--- config.mk ---
export PLATFORM = sky130hd
export DESIGN_NAME = dsq_top
export DESIGN_NICKNAME = d
export VERILOG_FILES = /design/src/rtl/dsq_pkg.sv /design/src/rtl/dsq_chan_if.sv /design/src/rtl/dsq_chan_regs.sv /design/src/rtl/dsq_prio.sv /design/src/rtl/dsq_top.sv
export SDC_FILE = /design/constraint.sdc
export NUM_CORES = 1
export LEC_CHECK = 0
export BUFFER_PORTS_ARGS = -buffer_cell sky130_fd_sc_hd__buf_2
export CORE_ASPECT_RATIO = 0.8
export CORE_MARGIN = 3
export CORE_UTILIZATION = 40
export DETAILED_ROUTE_END_ITERATION = 10
export GPL_TIMING_DRIVEN = 0
export PLACE_DENSITY = 0.54
export SYNTH_ARGS = -nofsm -noshare
export SYNTH_HDL_FRONTEND = slang
export SYNTH_SLANG_ARGS = --single-unit
--- constraint.sdc ---
create_clock -name clk -period 6.2 [get_ports clk]
set_input_delay 0.31 -clock clk [delete_from_list [all_inputs] [get_ports clk]]
set_output_delay 0.31 -clock clk [all_outputs]
set_load 0.01 [all_outputs]
--- src/rtl/dsq_pkg.sv ---
// constants, field layouts and state codes of the four-channel dma sequencer
// assumes a single clock domain; included by every sequencer file via import
//
// Contract
// - drive high strobe to latch upper address
// - block runs pulse strobe only on upper change
// - upper strobe timed from falling clock edge
// - low memory read strobe on read halves
// - low memory write strobe on write halves
// - outputs released to high impedance when idle
// - io and memory strobes together for i/o transfers
// - step address by direction, decrement count
// - end on count underflow or external end
// - per-channel 16-bit registers, shared 8-bit registers
// - stay idle until unmasked or software request; here software requests are masked like hardware ones
// - requests recognised only while mask clear
// - valid request raises hold, enters active cycle
// - seven one-clock states for normal transfers
// - idle on no request, end, clear
// - first service state waits for hold grant
// - normal timing waits between third and fourth
// - compressed timing waits between second and fourth
// - memory copy: four read, four write states
// - memory copy byte held in temporary register
// - priority encoder picks among simultaneous requests
// - no working state before hold grant
// - autoinitialise reloads current from base on end
package dsq_pkg;

    // ------------------------------------------------------------------
    // sizes
    // ------------------------------------------------------------------
    localparam int DSQ_NCH = 4;
    localparam int DSQ_AW = 16;
    localparam int DSQ_CW = 16;
    localparam int DSQ_MW = 6;
    localparam int DSQ_RW = 8;

    // ------------------------------------------------------------------
    // mode register fields
    // ------------------------------------------------------------------
    localparam int MODE_TYPE_LSB = 0;
    localparam int MODE_AUTOINIT_BIT = 2;
    localparam int MODE_DEC_BIT = 3;
    localparam int MODE_SEL_LSB = 4;
    localparam logic [1:0] XFER_VERIFY = 2'h0;
    localparam logic [1:0] XFER_WRITE = 2'h1;
    localparam logic [1:0] XFER_READ = 2'h2;
    localparam logic [1:0] SEL_DEMAND = 2'h0;
    localparam logic [1:0] SEL_SINGLE = 2'h1;
    localparam logic [1:0] SEL_BLOCK = 2'h2;

    // ------------------------------------------------------------------
    // command register fields and reset values
    // ------------------------------------------------------------------
    localparam int CMD_M2M_BIT = 0;
    localparam int CMD_DISABLE_BIT = 2;
    localparam int CMD_COMPRESSED_BIT = 3;
    localparam logic [7:0] CMD_RESET = 8'h00;
    localparam logic [3:0] MASK_RESET = 4'hf;
    localparam logic [7:0] STATUS_RESET = 8'h00;
    localparam int STATUS_REQ_LSB = 4;

    // ------------------------------------------------------------------
    // sequencer states, one-hot
    // ------------------------------------------------------------------
    typedef enum logic [14:0] {
        ST_IDLE = 15'h0001,
        ST_HOLD = 15'h0002,
        ST_S1 = 15'h0004,
        ST_S2 = 15'h0008,
        ST_S3 = 15'h0010,
        ST_WAIT = 15'h0020,
        ST_S4 = 15'h0040,
        ST_M11 = 15'h0080,
        ST_M12 = 15'h0100,
        ST_M13 = 15'h0200,
        ST_M14 = 15'h0400,
        ST_M21 = 15'h0800,
        ST_M22 = 15'h1000,
        ST_M23 = 15'h2000,
        ST_M24 = 15'h4000
    } dsq_state_e;

    // address step shared by the register file and the look-ahead compare
    function automatic logic [15:0] dsq_step_addr(input logic [15:0] a, input logic dec);
        return dec ? a - 16'h0001 : a + 16'h0001;
    endfunction

endpackage

--- src/rtl/dsq_chan_if.sv ---
// bundle between the sequencer and its channel register file
// assumes both ends share clk; no timing of its own
interface dsq_chan_if;
    import dsq_pkg::*;
    logic prog_we;
    logic [1:0] prog_chan;
    logic [15:0] prog_addr;
    logic [15:0] prog_count;
    logic prog_mode_we;
    logic [5:0] prog_mode;
    logic step;
    logic reload;
    logic [1:0] sel_chan;
    logic [3:0][15:0] cur_addr_all;
    logic [3:0][15:0] cur_count_all;
    logic [3:0][5:0] mode_all;
    modport seq (output prog_we, prog_chan, prog_addr, prog_count, prog_mode_we, prog_mode,
                 output step, reload, sel_chan,
                 input cur_addr_all, cur_count_all, mode_all);
    modport regs (input prog_we, prog_chan, prog_addr, prog_count, prog_mode_we, prog_mode,
                  input step, reload, sel_chan,
                  output cur_addr_all, cur_count_all, mode_all);
endinterface

--- src/rtl/dsq_chan_regs.sv ---
// per-channel base, current and mode registers
// assumes the sequencer only steps or reloads the channel it selects
module dsq_chan_regs
    import dsq_pkg::*;
(
    input wire logic clk,
    input wire logic rst,
    input wire logic ce,
    dsq_chan_if.regs ci
);
    logic [3:0][15:0] base_addr_q;
    logic [3:0][15:0] base_cnt_q;
    logic [3:0][15:0] cur_addr_q;
    logic [3:0][15:0] cur_cnt_q;
    logic [3:0][5:0] mode_q;

    // address and count: sequencer action wins over a stray program write
    always_ff @(posedge clk) begin
        if (rst) begin
            base_addr_q <= '0;
            base_cnt_q <= '0;
            cur_addr_q <= '0;
            cur_cnt_q <= '0;
        end else if (ce) begin
            if (ci.reload) begin
                cur_addr_q[ci.sel_chan] <= base_addr_q[ci.sel_chan];
                cur_cnt_q[ci.sel_chan] <= base_cnt_q[ci.sel_chan];
            end else if (ci.step) begin
                cur_addr_q[ci.sel_chan] <= dsq_step_addr(cur_addr_q[ci.sel_chan],
                    mode_q[ci.sel_chan][MODE_DEC_BIT]);
                cur_cnt_q[ci.sel_chan] <= cur_cnt_q[ci.sel_chan] - 16'h0001;
            end else if (ci.prog_we) begin
                base_addr_q[ci.prog_chan] <= ci.prog_addr;
                base_cnt_q[ci.prog_chan] <= ci.prog_count;
                cur_addr_q[ci.prog_chan] <= ci.prog_addr;
                cur_cnt_q[ci.prog_chan] <= ci.prog_count;
            end
        end
    end

    // mode registers
    always_ff @(posedge clk) begin
        if (rst) begin
            mode_q <= '0;
        end else if (ce && ci.prog_mode_we) begin
            mode_q[ci.prog_chan] <= ci.prog_mode;
        end
    end

    assign ci.cur_addr_all = cur_addr_q;
    assign ci.cur_count_all = cur_cnt_q;
    assign ci.mode_all = mode_q;
endmodule

--- src/rtl/dsq_prio.sv ---
// fixed priority encoder, channel 0 highest
// assumes requests already masked by the caller
module dsq_prio
    import dsq_pkg::*;
(
    input wire logic [3:0] req,
    output logic valid,
    output logic [1:0] idx
);
    // scan from the lowest priority so the highest wins last
    always_comb begin
        valid = |req;
        idx = 2'h0;
        for (int i = DSQ_NCH - 1; i >= 0; i--) begin
            if (req[i]) begin
                idx = i[1:0];
            end
        end
    end
endmodule

--- src/rtl/dsq_top.sv ---
// four-channel dma sequencer: idle/active cycles, transfer states, bus strobes
// assumes pins arrive asynchronously and are synchronised here; one clock, clk
module dsq_top
    import dsq_pkg::*;
(
    input wire logic clk,
    input wire logic rst,
    input wire logic ce,
    input wire logic master_clear,
    input wire logic prog_we,
    input wire logic [1:0] prog_chan,
    input wire logic [15:0] prog_addr,
    input wire logic [15:0] prog_count,
    input wire logic prog_mode_we,
    input wire logic [5:0] prog_mode,
    input wire logic cmd_we,
    input wire logic [7:0] cmd_wdata,
    input wire logic [3:0] mask_set,
    input wire logic [3:0] mask_clear,
    input wire logic [3:0] sw_request_set,
    input wire logic status_clear,
    input wire logic [3:0] channel_request,
    input wire logic bus_hold_grant,
    input wire logic ready,
    input wire logic end_of_process_n_in,
    input wire logic [7:0] data_in,
    output logic bus_hold_request,
    output logic [3:0] channel_grant,
    output logic address_enable,
    output logic upper_addr_strobe,
    output logic [7:0] addr_out,
    output logic addr_oe,
    output logic [7:0] data_out,
    output logic data_oe,
    output logic mem_read_strobe_n,
    output logic mem_write_strobe_n,
    output logic io_read_strobe_n,
    output logic io_write_strobe_n,
    output logic ctrl_oe,
    output logic end_of_process_n_out,
    output logic end_of_process_n_oe,
    output logic [7:0] status,
    output logic [7:0] command,
    output logic [3:0] mask,
    output logic [7:0] temp_data
);

    // ------------------------------------------------------------------
    // state decode helpers
    // ------------------------------------------------------------------

    // read half of a memory copy
    function automatic logic is_m1(input dsq_state_e s);
        return s inside {ST_M11, ST_M12, ST_M13, ST_M14};
    endfunction

    // write half of a memory copy
    function automatic logic is_m2(input dsq_state_e s);
        return s inside {ST_M21, ST_M22, ST_M23, ST_M24};
    endfunction

    // states that own the system buses
    function automatic logic is_active(input dsq_state_e s);
        return !(s inside {ST_IDLE, ST_HOLD});
    endfunction

    // channel whose registers a state works on
    function automatic logic [1:0] chan_of(input dsq_state_e s, input logic [1:0] c);
        return is_m1(s) ? 2'h0 : (is_m2(s) ? 2'h1 : c);
    endfunction

    // ------------------------------------------------------------------
    // pin synchronisers
    // ------------------------------------------------------------------
    logic [14:0] sync1_q;
    logic [14:0] sync2_q;
    logic [3:0] req_s;
    logic grant_s;
    logic ready_s;
    logic eop_n_s;
    logic [7:0] data_s;

    // two flops per pin; only the second stage is looked at
    always_ff @(posedge clk) begin
        if (rst) begin
            sync1_q <= 15'h0040;
            sync2_q <= 15'h0040;
        end else if (ce) begin
            sync1_q <= {data_in, end_of_process_n_in, ready, bus_hold_grant, channel_request};
            sync2_q <= sync1_q;
        end
    end

    assign req_s = sync2_q[3:0];
    assign grant_s = sync2_q[4];
    assign ready_s = sync2_q[5];
    assign eop_n_s = sync2_q[6];
    assign data_s = sync2_q[14:7];

    // ------------------------------------------------------------------
    // channel registers and priority
    // ------------------------------------------------------------------
    dsq_chan_if ci ();

    dsq_chan_regs u_regs (
        .clk(clk),
        .rst(rst),
        .ce(ce),
        .ci(ci)
    );

    logic [3:0] mask_q;
    logic [3:0] sw_req_q;
    logic [7:0] cmd_q;
    logic [3:0] eff_req;
    logic any_req;
    logic [1:0] win;

    // a disabled controller sees no requests at all
    assign eff_req = cmd_q[CMD_DISABLE_BIT] ? 4'h0
                   : (req_s | sw_req_q) & ~mask_q;

    dsq_prio u_prio (
        .req(eff_req),
        .valid(any_req),
        .idx(win)
    );

    // ------------------------------------------------------------------
    // sequencer
    // ------------------------------------------------------------------
    dsq_state_e st_q;
    dsq_state_e st_d;
    logic [1:0] chan_q;
    logic [1:0] chan_d;
    logic eop_seen_q;
    logic step;
    logic reload;
    logic finish;
    logic tc_hit;
    logic [1:0] cur_chan;
    logic [5:0] cur_mode;
    logic [15:0] cur_addr;
    logic [15:0] next_addr;
    logic rdy;
    logic more;

    assign cur_chan = chan_of(st_q, chan_q);
    assign cur_mode = ci.mode_all[chan_q];
    assign cur_addr = ci.cur_addr_all[cur_chan];
    assign next_addr = dsq_step_addr(cur_addr, ci.mode_all[cur_chan][MODE_DEC_BIT]);
    // verify transfers never wait on ready
    assign rdy = ready_s || (cur_mode[MODE_TYPE_LSB +: 2] == XFER_VERIFY);
    // block keeps going; demand keeps going while its request stands
    assign more = (cur_mode[MODE_SEL_LSB +: 2] == SEL_BLOCK)
               || (cur_mode[MODE_SEL_LSB +: 2] == SEL_DEMAND && req_s[chan_q]);

    // next state; every active state lasts one clock unless ready holds it
    always_comb begin
        st_d = st_q;
        chan_d = chan_q;
        step = 1'b0;
        tc_hit = 1'b0;
        finish = 1'b0;
        unique case (st_q)
            ST_IDLE: begin
                if (any_req) begin
                    st_d = ST_HOLD;
                end
            end
            ST_HOLD: begin
                if (!any_req) begin
                    st_d = ST_IDLE;
                end else if (grant_s) begin
                    chan_d = win;
                    // first transfer always loads the upper latch
                    st_d = (cmd_q[CMD_M2M_BIT] && win == 2'h0) ? ST_M11 : ST_S1;
                end
            end
            ST_S1: st_d = ST_S2;
            ST_S2: begin
                if (!cmd_q[CMD_COMPRESSED_BIT]) begin
                    st_d = ST_S3;
                end else begin
                    st_d = rdy ? ST_S4 : ST_WAIT;
                end
            end
            ST_S3: st_d = rdy ? ST_S4 : ST_WAIT;
            ST_WAIT: begin
                if (rdy) begin
                    st_d = ST_S4;
                end
            end
            ST_S4: begin
                step = 1'b1;
                tc_hit = (ci.cur_count_all[chan_q] == 16'h0000);
                finish = tc_hit || eop_seen_q;
                if (finish || !more) begin
                    st_d = ST_IDLE;
                end else if (next_addr[15:8] != cur_addr[15:8]) begin
                    st_d = ST_S1;
                end else begin
                    st_d = ST_S2;
                end
            end
            ST_M11: st_d = ST_M12;
            ST_M12: st_d = ST_M13;
            ST_M13: begin
                if (ready_s) begin
                    st_d = ST_M14;
                end
            end
            ST_M14: begin
                step = 1'b1;
                st_d = ST_M21;
            end
            ST_M21: st_d = ST_M22;
            ST_M22: st_d = ST_M23;
            ST_M23: begin
                if (ready_s) begin
                    st_d = ST_M24;
                end
            end
            ST_M24: begin
                step = 1'b1;
                tc_hit = (ci.cur_count_all[1] == 16'h0000);
                finish = tc_hit || eop_seen_q;
                st_d = finish ? ST_IDLE : ST_M11;
            end
            default: st_d = ST_IDLE;
        endcase
        if (master_clear) begin
            st_d = ST_IDLE;
        end
    end

    assign reload = finish && ci.mode_all[cur_chan][MODE_AUTOINIT_BIT];

    // state and selected channel
    always_ff @(posedge clk) begin
        if (rst) begin
            st_q <= ST_IDLE;
            chan_q <= 2'h0;
        end else if (ce) begin
            st_q <= st_d;
            chan_q <= chan_d;
        end
    end

    // an external end seen at any time in service ends it at the next S4 or M24
    always_ff @(posedge clk) begin
        if (rst) begin
            eop_seen_q <= 1'b0;
        end else if (ce) begin
            if (is_active(st_q) && !eop_n_s) begin
                eop_seen_q <= 1'b1;
            end else if (!is_active(st_q)) begin
                eop_seen_q <= 1'b0;
            end
        end
    end

    // register file hookup; master clear suppresses any step in flight
    assign ci.prog_we = prog_we;
    assign ci.prog_chan = prog_chan;
    assign ci.prog_addr = prog_addr;
    assign ci.prog_count = prog_count;
    assign ci.prog_mode_we = prog_mode_we;
    assign ci.prog_mode = prog_mode;
    assign ci.step = step && !master_clear;
    assign ci.reload = reload && !master_clear;
    assign ci.sel_chan = cur_chan;

    // ------------------------------------------------------------------
    // shared registers: command, mask, request, status, temporary
    // ------------------------------------------------------------------
    logic [3:0] end_bit;
    logic [7:0] status_q;
    logic [7:0] temp_q;

    assign end_bit = (finish && !master_clear) ? (4'h1 << cur_chan) : 4'h0;

    // command register
    always_ff @(posedge clk) begin
        if (rst || (ce && master_clear)) begin
            cmd_q <= CMD_RESET;
        end else if (ce && cmd_we) begin
            cmd_q <= cmd_wdata;
        end
    end

    // mask: hardware set at end without autoinit wins over a clear
    always_ff @(posedge clk) begin
        if (rst || (ce && master_clear)) begin
            mask_q <= MASK_RESET;
        end else if (ce) begin
            mask_q <= (mask_q & ~mask_clear) | mask_set
                    | (reload ? 4'h0 : end_bit);
        end
    end

    // software requests stand until served; a copy ends on ch1 but must drop ch0's too
    always_ff @(posedge clk) begin
        if (rst || (ce && master_clear)) begin
            sw_req_q <= 4'h0;
        end else if (ce) begin
            sw_req_q <= (sw_req_q & ~(end_bit | (4'(finish) << chan_q)))
                      | sw_request_set;
        end
    end

    // status: sticky end flags low, live requests high; set beats clear
    always_ff @(posedge clk) begin
        if (rst || (ce && master_clear)) begin
            status_q <= STATUS_RESET;
        end else if (ce) begin
            status_q[3:0] <= (status_clear ? 4'h0 : status_q[3:0]) | end_bit;
            status_q[STATUS_REQ_LSB +: 4] <= req_s | sw_req_q;
        end
    end

    // byte read in the first half is kept for the write half
    always_ff @(posedge clk) begin
        if (rst) begin
            temp_q <= 8'h00;
        end else if (ce && st_q == ST_M14) begin
            temp_q <= data_s;
        end
    end

    // ------------------------------------------------------------------
    // pin outputs, registered from the next state; the end pulse from the current state's count check
    // ------------------------------------------------------------------
    logic [1:0] chan_nx;
    logic [15:0] addr_nx;
    logic [1:0] type_nx;
    logic act_nx;
    logic strobe_nx;
    logic rd_nx;
    logic wr_nx;
    logic strobe_pend_q;

    assign chan_nx = chan_of(st_d, chan_d);
    // the step lands on this same edge, so use the stepped value here
    assign addr_nx = (step && chan_nx == cur_chan) ? next_addr : ci.cur_addr_all[chan_nx];
    assign type_nx = ci.mode_all[chan_d][MODE_TYPE_LSB +: 2];
    assign act_nx = is_active(st_d);
    assign strobe_nx = st_d inside {ST_S1, ST_M11, ST_M21};
    assign rd_nx = st_d inside {ST_S2, ST_S3, ST_WAIT, ST_S4};
    assign wr_nx = st_d inside {ST_M22, ST_M23, ST_M24};

    // bus ownership and addresses; released when idle or waiting for grant
    always_ff @(posedge clk) begin
        if (rst) begin
            bus_hold_request <= 1'b0;
            address_enable <= 1'b0;
            addr_oe <= 1'b0;
            ctrl_oe <= 1'b0;
            addr_out <= 8'h00;
            channel_grant <= 4'h0;
        end else if (ce) begin
            bus_hold_request <= (st_d != ST_IDLE);
            address_enable <= act_nx;
            addr_oe <= act_nx;
            ctrl_oe <= act_nx;
            addr_out <= addr_nx[7:0];
            channel_grant <= (act_nx && !is_m1(st_d) && !is_m2(st_d))
                           ? (4'h1 << chan_d) : 4'h0;
        end
    end

    // data lines carry the upper address byte or the held copy byte
    always_ff @(posedge clk) begin
        if (rst) begin
            data_out <= 8'h00;
            data_oe <= 1'b0;
            strobe_pend_q <= 1'b0;
        end else if (ce) begin
            data_out <= strobe_nx ? addr_nx[15:8] : temp_q;
            data_oe <= strobe_nx || wr_nx;
            strobe_pend_q <= strobe_nx;
        end
    end

    // falling-edge retime gives the latch half a clock of address setup
    always_ff @(negedge clk) begin
        if (rst) begin
            upper_addr_strobe <= 1'b0;
        end else if (ce) begin
            upper_addr_strobe <= strobe_pend_q;
        end
    end

    // read and write strobes; i/o and memory move together except in copies, which move memory only; verify moves none
    always_ff @(posedge clk) begin
        if (rst) begin
            mem_read_strobe_n <= 1'b1;
            mem_write_strobe_n <= 1'b1;
            io_read_strobe_n <= 1'b1;
            io_write_strobe_n <= 1'b1;
        end else if (ce) begin
            mem_read_strobe_n <= !((rd_nx && type_nx == XFER_READ)
                               || st_d inside {ST_M12, ST_M13, ST_M14});
            io_write_strobe_n <= !(rd_nx && type_nx == XFER_READ);
            mem_write_strobe_n <= !((rd_nx && type_nx == XFER_WRITE) || wr_nx);
            io_read_strobe_n <= !(rd_nx && type_nx == XFER_WRITE);
        end
    end

    // end pulse on terminal count, open drain: enable means pull low
    always_ff @(posedge clk) begin
        if (rst) begin
            end_of_process_n_out <= 1'b1;
            end_of_process_n_oe <= 1'b0;
        end else if (ce) begin
            end_of_process_n_out <= !(tc_hit && !master_clear);
            end_of_process_n_oe <= tc_hit && !master_clear;
        end
    end

    assign status = status_q;
    assign command = cmd_q;
    assign mask = mask_q;
    assign temp_data = temp_q;

endmodule

==> flow_summary.toml <==
[floorplan]
top_level_ports = 143
dieArea_um2 = 56000
start_util_pct = 41.1
fp.coreArea_um2 = 51800
rows = 74
dieHeight_um = 212
chipWidth_um = 264

[critical_path]
start_kind = "flop"
worst_setup_path_startpoint = "st_q[13]"
r2r_start = "st_q[13]"
worstSetupEndpointType = "flop"
path_max_fanout = 10
r2r_slack_ns = 0.10
crit_type = "flop to flop"
critPathArrivalTime_ns = 6.56
crit_required_ns = 6.67

[timing]
timing.fmax_ghz = 0.164
hold_viol = 0
slew_violations = 0
setup_ws_ns = 0.104
finalSetupViolCount = 0
min_period_over_period_pct = 98.3
max-slew-margin-rel_pct = 11.8
setup_tns_ns = 0
period_needed_ns = 6.10
fin_skew_ns = 0.0323
fin_hold_ws_ns = 0.106
worst_pin_slew_ns = 1.32

[place]
dp_hpwl_um = 76400
dpl_worst_slack_ns = -2.11
place_inst = 3665
portBuffers = 106
gp_congestion = 0.980

[power_and_ir_drop]
ir_drop_uv = 224
p_leak_nw = 8.99
p_total_w = 0.00639
powerDensity_nw_per_um2 = 256

[yosys]
synth.most_common_cell = "nand2_1"
ys_seq_area_share_pct = 36.8
synthesis.nets = 2972
ys_ff_latch = 391
synthesis.area_um2 = 21300
synthTopCellsByCount = "547 x nand2_1, 391 x dfxtp_1, 373 x nor2_1"
synth_top_area_share_pct = 36.8
synth_edf_count = 0
yosysTopAreaCell = "dfxtp_1"
yosys_most_used_dff = "dfxtp_1"
yosys-top-cells-area = "dfxtp_1 37%, nand2_1 9.7%, a21oi_1 8.1%"
synthDistinctLibCells = 105
netlist_instances = 2875
ys_warn_count = 0
ys_async_sr_fraction_pct = 0
synth_area_per_cell_um2 = 7.39

[route]
first_iter_violations = 3342
drt-vias-per-instance = 6.12
wire_per_inst_um = 26.0
dr_total_vias = 23300
drt-total-wl_um = 98900
drc = 0
drt.antenna.violating_nets = 0
first_pass_iters = 6

[cts]
cts_sinks = 391
path_clk_slew_ns = 0.07
clkLatencyLatePin_ns = 0.62
cts-root-buf = "clkbuf_16"
numCtsBuffers = 43
cts_tree = "done"
ctsHtreeMaxLevel = 2
clock_path_buffers = 3

[global_route]
grt_pass1_vias = 21200
grt_pass1_wl_um = 143000
grt_max_degree = 15
overflow = 0
grtUsageTotal_pct = 33.9
antenna_found_initial = 2

[hold_path]
holdCritStartpoint = "prog_count[15]"
hp-class = "input pin to flop"

[final_layout]
register_area_um2 = 7830
areaGrowthSynthToFinish_pct = 17.3
layout.nets = 3184
instances_no_fill = 3806
n_fill_cell = 5186
drive_gt1_share_pct = 11.0
multi_input_area_um2 = 12500

[outcome]
status = "complete, no violations"

[run]
cap_violations = 0
cell families (layout without fill, tap and decap cells):
logic type | after synthesis | in the layout | synth area share [%]
simple gates | 1140 | 1140 | 23.0
compound gates | 885 | 885 | 26.3
flops | 391 | 391 | 36.8
buf+inv | 282 | 528 | 5.31
mux | 123 | 123 | 6.00
xor+xnor | 40 | 40 | 1.74
fa+ha+maj | 14 | 14 | 0.859
other cells | 0 | 1 | 0
per-stage QoR:
| stage | instance area [um2] | util, % |
|---|---|---|
| after global placement | 22600 | 43.8 |
| final | 24900 | 48.2 |
| after CTS | 24700 | 47.8 |
| after global routing | 24900 | 48.2 |
| after floorplan | 21300 | - |
| after detailed placement | 22600 | 43.8 |
where the power goes:
part | switching (W) | internal, W
combinational | 0.000707 | 0.000321
clock | 0.00118 | 0.00153
sequential | 0.0000622 | 0.00258
final timing paths:
kind	endpoint	cells past startpoint
setup reg to reg	data_out[5]	19
hold / removal	u_regs.base_cnt_q[31]	3
setup / recovery	data_out[5]	19
hold reg to reg	u_regs.base_cnt_q[37]	2
flip-flops by register name (all words and copies together), names as in the netlist, 2 cells and up:
register and count:
sync1_q 15, u_regs.ci.cur_addr_all 64, st_q 15, channel_grant 4, addr_out 8, status 8, sw_req_q 4, temp_data 8
data_out 8, u_regs.base_cnt_q 64, sync2_q 15, chan_q 2, mask 4, command 8, u_regs.ci.cur_count_all 64, u_regs.base_addr_q 64
u_regs.ci.mode_all 24
worst max-delay path, cell delays in order, from the launching register on:
cell and delay (ns):
dfxtp_1 0.29, buf_2 0.19, nor4_4 0.43, and3_1 0.25, buf_2 0.21, o21a_1 0.16
buf_6 0.16, buf_6 0.19, nor2_1 0.15, a41o_1 0.21, clkbuf_1 0.28, nor3_1 0.74
a21oi_1 0.26, nand2_1 0.31, buf_1 0.77, mux2_2 0.41, o21ai_0 0.45, o21ai_0 0.25
nand2_1 0.14, o211ai_2 0.08
final cells by class:
class / instances / share of cell area [%]
multi-input cells: 2202 / 50.2
flip-flops and latches: 391 / 31.4
clock buffers: 51 / 4.55
repair buffers: 171 / 4.49
plain buffers: 248 / 4.16
well taps: 684 / 3.43
clock inverters: 29 / 1.29
inverters: 29 / 0.461
diodes: 1 / 0.0100
placed cells by master, fill, tap and decap left out, types with 15 or more instances in the layout:
cell type      Yosys  final
o21ai_0          173    172
and3_1            15     15
a22oi_1           26     26
mux2i_1           97     97
xnor2_1           20     20
buf_1             46     42
nand3_1           35     34
buf_4              4     32
nor2_1           373    372
a211oi_1         144    143
o22ai_1           34     34
clkbuf_1         184    179
buf_2             13    119
nor4_1            25     21
dlygate4sd3_1      0     41
nor3_1            46     41
mux2_2            24     24
a21oi_1          342    340
clkbuf_16          0     43
inv_1             28     26
dfxtp_1          391    391
xor2_1            19     18
o211ai_1          41     41
nand2_1          547    546
layer usage:
metal  up-vias  part of all wire (%)  global-route usage, %
met1     11200                    45                   50.7
met2      1323                    39                   46.0
met3       155                    13                   10.7
met5         -                 0.013                      0
li1      10600                     -                      -
met4         2                   2.4                   9.47
repair_timing:
item,4_1_cts,5_1_grt
pin swaps,8,12
resized for setup,37,31
hold endpoints to repair,38,0
hold buffers,41,0
setup buffers,11,13
setup endpoints to repair,73,19
(Power assumes the default switching activity.)
